**src/debug_regs_pkg.sv**
```systemverilog
// Constants for the debug controller status and breakpoint registers.
// Behaviour
// Registers reachable only by serial debug commands
// Permit bit gates entry to background mode
// Permit bit stays set until normal reset
// Permit writes ignored while background mode active
// Status bits are read-only to control writes
// Active bit shows background mode is on
// Breakpoint disabled ignores select and address
// Force select halts at next instruction boundary
// Tag select halts when tagged opcode executes
// Wait-stop bit shows wait, stop, or halt-from-wait
// Halt command still leaves wait or stop
// Host confirms active bit after forcing halt
// Failure bit set when access hits wait/stop
// Host recovers by halt, retry, then resume
// Breakpoint register 16 bits, 14-bit address
// Breakpoint commands serviced while user runs
// Host sets permit bit early in session
// Codes e4/c4 read and write status register
// Codes e2/c2 read and write breakpoint register
// Unassigned bits 3 and 0 read zero
package debug_regs_pkg;
  localparam logic [7:0] CMD_STATUS_READ = 8'he4;
  localparam logic [7:0] CMD_CONTROL_WRITE = 8'hc4;
  localparam logic [7:0] CMD_BKPT_READ = 8'he2;
  localparam logic [7:0] CMD_BKPT_WRITE = 8'hc2;
  localparam logic [7:0] CMD_HALT = 8'h90;
  localparam int BIT_PERMIT = 7;
  localparam int BIT_ACTIVE = 6;
  localparam int BIT_BKPT_EN = 5;
  localparam int BIT_FORCE_TAG = 4;
  localparam int BIT_WAIT_STOP = 2;
  localparam int BIT_WS_FAIL = 1;
  localparam int ADDR_WIDTH = 14;
  localparam int BKPT_WIDTH = 16;
  localparam logic [7:0] STATUS_RESET = 8'h00;
  localparam logic [15:0] BKPT_RESET = 16'h0000;
endpackage

```
**src/debug_regs.sv**
```systemverilog
// Debug status/control and breakpoint registers with halt control.
`timescale 1ns/10ps
module debug_regs
  import debug_regs_pkg::*;
(
  // Clock and reset
  input wire logic clk_sys,
  input wire logic rst_n,
  // Decoded serial command
  input wire logic cmd_valid,
  input wire logic [7:0] cmd_code,
  input wire logic [15:0] cmd_wdata,
  // CPU status
  input wire logic [ADDR_WIDTH-1:0] cpu_addr,
  input wire logic cpu_fetch,
  input wire logic insn_boundary,
  input wire logic tagged_at_queue_end,
  input wire logic cpu_in_wait_stop,
  input wire logic mem_access_fail,
  input wire logic resume_user,
  // Results
  output logic [15:0] cmd_rdata,
  output logic cmd_rvalid,
  output logic enter_background,
  output logic leave_wait_stop,
  output logic background_active,
  output logic tag_opcode
);
  // Registers live only here; no CPU address decode exists.
  logic background_permit_reg;
  logic breakpoint_enable_bit_reg;
  logic force_or_tag_select_reg;
  logic wait_stop_state_reg;
  logic wait_stop_failure_reg;
  logic [BKPT_WIDTH-1:0] bkpt_reg;
  logic [15:0] cmd_rdata_reg;
  logic cmd_rvalid_reg;
  logic active_reg;
  logic enter_reg;
  logic leave_reg;
  logic tag_reg;
  logic force_pending_reg;

  logic [7:0] status_value;
  logic wr_ctrl;
  logic wr_bkpt;
  logic rd_status;
  logic rd_bkpt;
  logic halt_cmd;
  logic force_hit;
  logic tag_hit;
  logic halt_req;
  logic go_background;
  logic active_next;

  assign wr_ctrl = cmd_valid && cmd_code == CMD_CONTROL_WRITE;
  assign rd_status = cmd_valid && cmd_code == CMD_STATUS_READ;
  assign wr_bkpt = cmd_valid && cmd_code == CMD_BKPT_WRITE;
  assign rd_bkpt = cmd_valid && cmd_code == CMD_BKPT_READ;
  assign halt_cmd = cmd_valid && cmd_code == CMD_HALT;

  assign status_value = {background_permit_reg, active_reg, breakpoint_enable_bit_reg,
    force_or_tag_select_reg, 1'b0, wait_stop_state_reg, wait_stop_failure_reg,
    1'b0};

  bkpt_compare #(
    .AW(ADDR_WIDTH)
  ) u_cmp (
    .enable(breakpoint_enable_bit_reg),
    .force_sel(force_or_tag_select_reg),
    .bkpt_addr(bkpt_reg[ADDR_WIDTH-1:0]),
    .cpu_addr(cpu_addr),
    .cpu_fetch(cpu_fetch),
    .force_hit(force_hit),
    .tag_hit(tag_hit)
  );

  // Halt sources: command, forced breakpoint at boundary, tagged opcode.
  assign halt_req = halt_cmd || (force_pending_reg && insn_boundary)
    || (tagged_at_queue_end && breakpoint_enable_bit_reg);
  assign go_background = halt_req && background_permit_reg && !active_reg;
  assign active_next = go_background ? 1'b1 : (resume_user ? 1'b0 : active_reg);

  always_ff @(posedge clk_sys) begin
    if (!rst_n) begin
      background_permit_reg <= 1'b0;
      breakpoint_enable_bit_reg <= 1'b0;
      force_or_tag_select_reg <= 1'b0;
      bkpt_reg <= BKPT_RESET;
    end else begin
      if (wr_ctrl && !active_reg) begin
        background_permit_reg <= background_permit_reg | cmd_wdata[BIT_PERMIT];
      end
      if (wr_ctrl) begin
        breakpoint_enable_bit_reg <= cmd_wdata[BIT_BKPT_EN];
        force_or_tag_select_reg <= cmd_wdata[BIT_FORCE_TAG];
      end
      if (wr_bkpt) begin
        bkpt_reg <= cmd_wdata;
      end
    end
  end

  always_ff @(posedge clk_sys) begin
    if (!rst_n) begin
      active_reg <= 1'b0;
      wait_stop_state_reg <= 1'b0;
      wait_stop_failure_reg <= 1'b0;
      force_pending_reg <= 1'b0;
    end else begin
      active_reg <= active_next;
      if (go_background) begin
        wait_stop_state_reg <= cpu_in_wait_stop;
      end else if (!active_reg) begin
        wait_stop_state_reg <= cpu_in_wait_stop;
      end
      if (mem_access_fail && cpu_in_wait_stop) begin
        wait_stop_failure_reg <= 1'b1;
      end else if (go_background) begin
        wait_stop_failure_reg <= 1'b0;
      end
      if (force_hit && !active_reg) begin
        force_pending_reg <= 1'b1;
      end else if (insn_boundary || !breakpoint_enable_bit_reg) begin
        force_pending_reg <= 1'b0;
      end
    end
  end

  always_ff @(posedge clk_sys) begin
    if (!rst_n) begin
      cmd_rdata_reg <= 16'h0000;
      cmd_rvalid_reg <= 1'b0;
      enter_reg <= 1'b0;
      leave_reg <= 1'b0;
      tag_reg <= 1'b0;
    end else begin
      cmd_rvalid_reg <= rd_status || rd_bkpt;
      if (rd_status) begin
        cmd_rdata_reg <= {8'h00, status_value};
      end else if (rd_bkpt) begin
        cmd_rdata_reg <= bkpt_reg;
      end
      enter_reg <= go_background;
      leave_reg <= go_background && cpu_in_wait_stop;
      tag_reg <= tag_hit;
    end
  end

  assign cmd_rdata = cmd_rdata_reg;
  assign cmd_rvalid = cmd_rvalid_reg;
  assign enter_background = enter_reg;
  assign leave_wait_stop = leave_reg;
  assign background_active = active_reg;
  assign tag_opcode = tag_reg;
endmodule

```
**src/bkpt_compare.sv**
```systemverilog
// Breakpoint address comparator with force and tag outputs.
`timescale 1ns/10ps
module bkpt_compare
  import debug_regs_pkg::*;
#(
  parameter int AW = ADDR_WIDTH
) (
  // Configuration
  input wire logic enable,
  input wire logic force_sel,
  input wire logic [AW-1:0] bkpt_addr,
  // CPU address
  input wire logic [AW-1:0] cpu_addr,
  input wire logic cpu_fetch,
  // Results
  output logic force_hit,
  output logic tag_hit
);
  logic match;
  assign match = enable && (cpu_addr == bkpt_addr);
  assign force_hit = match && force_sel;
  assign tag_hit = match && !force_sel && cpu_fetch;
endmodule

```
**config.mk**
```make
export PLATFORM = sky130hd
export DESIGN_NAME = debug_regs
export DESIGN_NICKNAME = d
export VERILOG_FILES = /design/src/debug_regs_pkg.sv /design/src/debug_regs.sv /design/src/bkpt_compare.sv
export SDC_FILE = /design/constraint.sdc
export NUM_CORES = 1
export LEC_CHECK = 0
export BUFFER_PORTS_ARGS = -buffer_cell sky130_fd_sc_hd__buf_2
export CORE_MARGIN = 2
export CORE_UTILIZATION = 48
export CTS_CLUSTER_SIZE = 12
export DETAILED_ROUTE_END_ITERATION = 10
export GPL_TIMING_DRIVEN = 0
export MAX_ROUTING_LAYER = met4
export PLACE_DENSITY_LB_ADDON = 0.12
export SYNTH_ARGS = -nofsm -noshare
export SYNTH_HDL_FRONTEND = slang
export SYNTH_SLANG_ARGS = --single-unit
```
**constraint.sdc**
```tcl
create_clock -name clk_sys -period 2.2 [get_ports clk_sys]
set_clock_uncertainty 0.15 [all_clocks]
set_input_delay 0.11 -clock clk_sys [delete_from_list [all_inputs] [get_ports clk_sys]]
set_output_delay 0.11 -clock clk_sys [all_outputs]
set_load 0.02 [all_outputs]
```
# == Word level (Yosys, flattened, before mapping) ==
# Cells that the tools add are included.
# op_classes
n_eq_ne,7
muxes,10
bitwise,2
n_reduce_logical,29
# op_table
cell,count
$eq 8x8->1 const B,5
$logic_and 1x1->1,17
$mux 8,2
$eq 14x14->1,1
$mux 1,8
$reduce_bool 2->1,4
$logic_or 1x1->1,4
$logic_not 1->1,3
$ne 2x1->1 const B,1
$reduce_or 2->1,1
$not 1->1,1
$or 1x1->1,1
# word_totals
register_bits,43
input_bits,47
out_inout_bits,21
wordCells,62

# == Depth between registers and ports, before layout ==
# logic_depth
word_depth,8
depth_mapped,6
mapped_depth_nobuf,4

# == Hierarchy ==
# From an unflattened synthesis, not the netlist that was laid out.
# hier_totals
hier_cells,239
hier_area_um2,2169.6
# modules_own_cells
module,instances,cells_each,area_per_inst_um2,seq_area_each_um2
debug_regs,1,213,1976.9,860.8
bkpt_compare,1,26,192.7,0.0

# == Worst setup path before layout ==
# No wires, ideal clock.
# synth_timing
path_type,input port to flip-flop
from,input cmd_code[0]
to,register cmd_rdata_reg[10] (netlist: cmd_rdata[10])
setup_ns,0.124
arrival_time_ns,1.440
required_ns,1.926
path_slack_ns,0.486
cell_stages,6
path_buffers,2
cell_sequence,or4b_4 -> or3_1 -> buf_6 -> buf_12 -> mux2i_1 -> nor2_1
# synth_via
elab_chain_cells,3
word_cells_on_any_way,5
cone_classes,2 x eq/ne; 3 x reduce/logical
# synth_rtl
item,line_no,text
from (decl),debug_regs.sv:11,"input wire logic [7:0] cmd_code,"
$eq 8x8->1,debug_regs.sv:57,assign rd_status = cmd_valid && cmd_code == CMD_STATUS_READ;
$logic_and 1x1->1,debug_regs.sv:57,
$reduce_or 2->1 (no source line),n/a,
to (signal assigned),debug_regs.sv:140,"cmd_rdata_reg <= {8'h00, status_value};"
to (signal assigned),debug_regs.sv:142,cmd_rdata_reg <= bkpt_reg;
to (decl),debug_regs.sv:36,logic [15:0] cmd_rdata_reg;
# Several ways; a longest one is shown, not always the timed one.
# A chain may end at the register's enable or synchronous reset.

# == Worst setup path in the final report ==
# layout_timing
from,input cmd_code[0]
to,register bkpt_reg[9]
# layout_via
elab_chain_cells,2
# layout_rtl
item,line_no,text
$eq 8x8->1,debug_regs.sv:58,assign wr_bkpt = cmd_valid && cmd_code == CMD_BKPT_WRITE;
$logic_and 1x1->1,debug_regs.sv:58,
to (signal assigned),debug_regs.sv:99,bkpt_reg <= cmd_wdata;
to (decl),debug_regs.sv:35,logic [BKPT_WIDTH-1:0] bkpt_reg;
# No other way between the ends.

==> metrics.txt <==
PortBufs 67; Max Root-Sink Buffers 2; register area share after synthesis 48.1%; fin area 2490 um2; setup slack, reg-to-reg slightly above 0.6 ns; WP depth 6; cell family with most CP delay simple AND/OR/NAND/NOR gates; Syn Area/Cell just over 10 um2; max-slew violation count 0; Switching Power between 0.3 and 0.4 mW; Post-Synth Simple-Gate Area 15.4%; number of nets still failing antenna checks after routing 0; Worst-Skew Late Latency ~0.30 ns; sink of the worst hold path bkpt_reg[6]; initial antenna violation count 0; P_int between 1 and 1.5 mW; CP Launch Type primary input; layout net count ~320; initial core utilization 49.3%; hold wc startpoint cmd_code[5]; vias per inst 4.94; final std cells w/o fill between 300 and 400; WL per Instance approximately 13 um; Yosys top cell area share a little under 50%; number of library cell types mapped by synthesis 31; vias in the first global route around 1.5k; Iteration-0 DRC Markers 44; power per cell area ~550 nW/um2; Post-synth EDFFs 0; global route overflow 0; post-synth net total about 220; worst-path cell chain buf_2, or4b_4, nor3_4, buf_6, mux2i_1, nor2_1; yosys warns 0; Clock Power Share 34.8%; Die X 65.1 um; worst setup path startpoint cmd_code[0]; WP data required about 2.2 ns; Core Area ~3600 um2; Worst-path clk slew around 0.080 ns; clock sink count 43; WL final 4.29 mm; DIE AREA 4230 um2; DRT Pass-1 Iters 4; share of cells above drive strength 1 around 30%; met2 WL roughly 2.0 mm; I/O pin cnt roughly 70; GR Util All Layers around 22%; Max stage delay on crit path around 0.54 ns; row count 22; Placed Area roughly 2200 um2; Hold Crit Depth 4; crit path DAT about 1.7 ns; largest family of logic cells by synthesized area multiplexers; top area cells in the synthesized netlist dfxtp_1 48%, mux2i_1 20%, nor2_1 6.9%; fraction of registers with async set/reset 0%; final setup vio count 0; die height between 60 and 70 um; via count approximately 1.6k; outcome complete, no violations; first-pass GRT wire length ~6.9 mm; crit path max fanout 10; switching share of power 22.8%; Setup crit end kind flop; Reg2Reg Depth 4; Post-synth top flop dfxtp_1; post-synthesis mux area share 19.6%; RSZ-0062 raised after global routing no; Antenna Cells 0; Reg-to-Reg End tag_opcode; largest net degree at the start of global routing 14; DPL Wire Length roughly 3 mm; CP max-delay cell or4b_4; sequential share of power roughly 57%; CTS buffer count 5; Yosys top cell by area dfxtp_1; peak supply drop around 0.00035 V; Compound-Gate Fraction of Synth Area 6.08%; drt drc 0; reg2reg start bkpt_reg[12]; Worst Hold Class primary input to flop; cts hold-fix bufs 22; Synth Instances 175; FMAX between 500 and 600 MHz; CTS tree built; min cycle time layout approximately 1.7 ns; met3 WL between 200 and 300 um; Leak 1.22 nW; Setup Crit Path Kind primary input to flop; H-tree Lvls 2; M1 WL 1.89 mm; Tcrit/Tclk final between 70% and 80%; xor-xnor portion of the synthesized cell area about 6.8%; PostCTS Resize Cnt 0; TNS Setup 0 ns; Worst-Margin Slew 0.530 ns; adder-cell share of the synthesized area 0%; Placer Congestion ~0.8; logic gate share of total power between 8 and 9%; dpl ws about 0.21 ns; placed cell count 290; setup bufs post-CTS 0; Max-slew headroom approximately 65%; PnR worst setup slack 0.502 ns; Layout area overhead 39.1%; cell area after synthesis 1790 um2; WP buf/inv 2; max_cap viols 0; uppermost layer routed met4; Final Hold Vio Count 0; flops & latches, synth 43; Root Buffer clkbuf_8
==> worst register-to-register path: cells and delay by family, from the launching register on <==
family	cells	cell delay (ns)
xor gates and xnor gates	1	0.17
DFF	1	0.34
and+or+nand+nor	3	0.84
==> through the flow <==
step | hold slack (ns) | power, mW | util (%)
after CTS | 0.111 | 1.38 | 68.5
after detailed placement | 0.186 | 0.888 | 60.2
after global placement | 0.182 | 0.887 | 60.2
final | 0.116 | 1.38 | 68.5
after global routing | 0.143 | 1.44 | 68.5
after floorplan | 0.0744 | 0.829 | -
==> cells in the final DEF, fill, tap and decap left out, drive strengths merged, types with 2 or more instances in the layout <==
| cell | count |
|---|---|
| clkbuf | 7 |
| dlygate4sd3 | 22 |
| nor3 | 4 |
| o21ai | 4 |
| inv | 4 |
| clkinv | 4 |
| nand2 | 5 |
| xor2 | 14 |
| mux2i | 35 |
| nand4 | 2 |
| a21oi | 5 |
| a211oi | 3 |
| nor4 | 3 |
| dfxtp | 43 |
| nor2 | 33 |
| buf | 71 |
==> layout make-up <==
class,instances,area [um2]
well taps,48,60.1
fillers,326,1140
multi-input cells,121,857
inverters,5,18.8
clock inverters,3,15.0
repair buffers,89,556
flip-flops and latches,43,861
clock buffers,5,68.8
plain buffers,6,53.8
==> cell families (layout without fill, tap and decap cells) <==
family	after synthesis	after routing
flip-flops	43	43
XOR/XNOR	14	14
AND/OR/NAND/NOR	55	55
buffers and inverters	11	108
AO/OA/AOI/OAI	17	17
multiplexers	35	35
==> how the worst max path moves through the flow <==
stage	to	slack, ns
after floorplan	cmd_rdata[10]	0.49
after global placement	bkpt_reg[13]	0.22
after detailed placement	bkpt_reg[0]	0.21
after CTS	bkpt_reg[11]	0.52
after global routing	bkpt_reg[9]	0.43
final	bkpt_reg[9]	0.50
==> layer usage <==
| metal | track usage [%] | up-vias |
|---|---|---|
| li1 | - | 803 |
| met1 | 27.6 | 724 |
| met2 | 36.1 | 47 |
| met3 | 4.69 | 8 |
| met4 | 9.38 | 0 |
| met5 | - | - |
==> power by group through the flow <==
| stage | clock (mW) | sequential, mW | combinational [mW] |
|---|---|---|---|
| 6_report | 0.481 | 0.782 | 0.118 |
| 5_1_grt | 0.524 | 0.782 | 0.130 |
| 4_1_cts | 0.486 | 0.782 | 0.117 |
| 3_5_place_dp | 0 | 0.800 | 0.0874 |
| 3_3_place_gp | 0 | 0.800 | 0.0867 |
| 2_1_floorplan | 0 | 0.800 | 0.0285 |
==> synth_stat cells (2+ instances only) <==
master	count
dfxtp_1	43
nor3_1	3
nor4_1	3
nand2_1	5
a211oi_1	3
mux2i_1	35
buf_6	2
nand4_1	2
a21oi_1	5
xor2_1	14
o21ai_0	4
nor2_1	33
clkbuf_1	2
inv_1	4
Note: power is estimated with default switching activity, not from simulation.
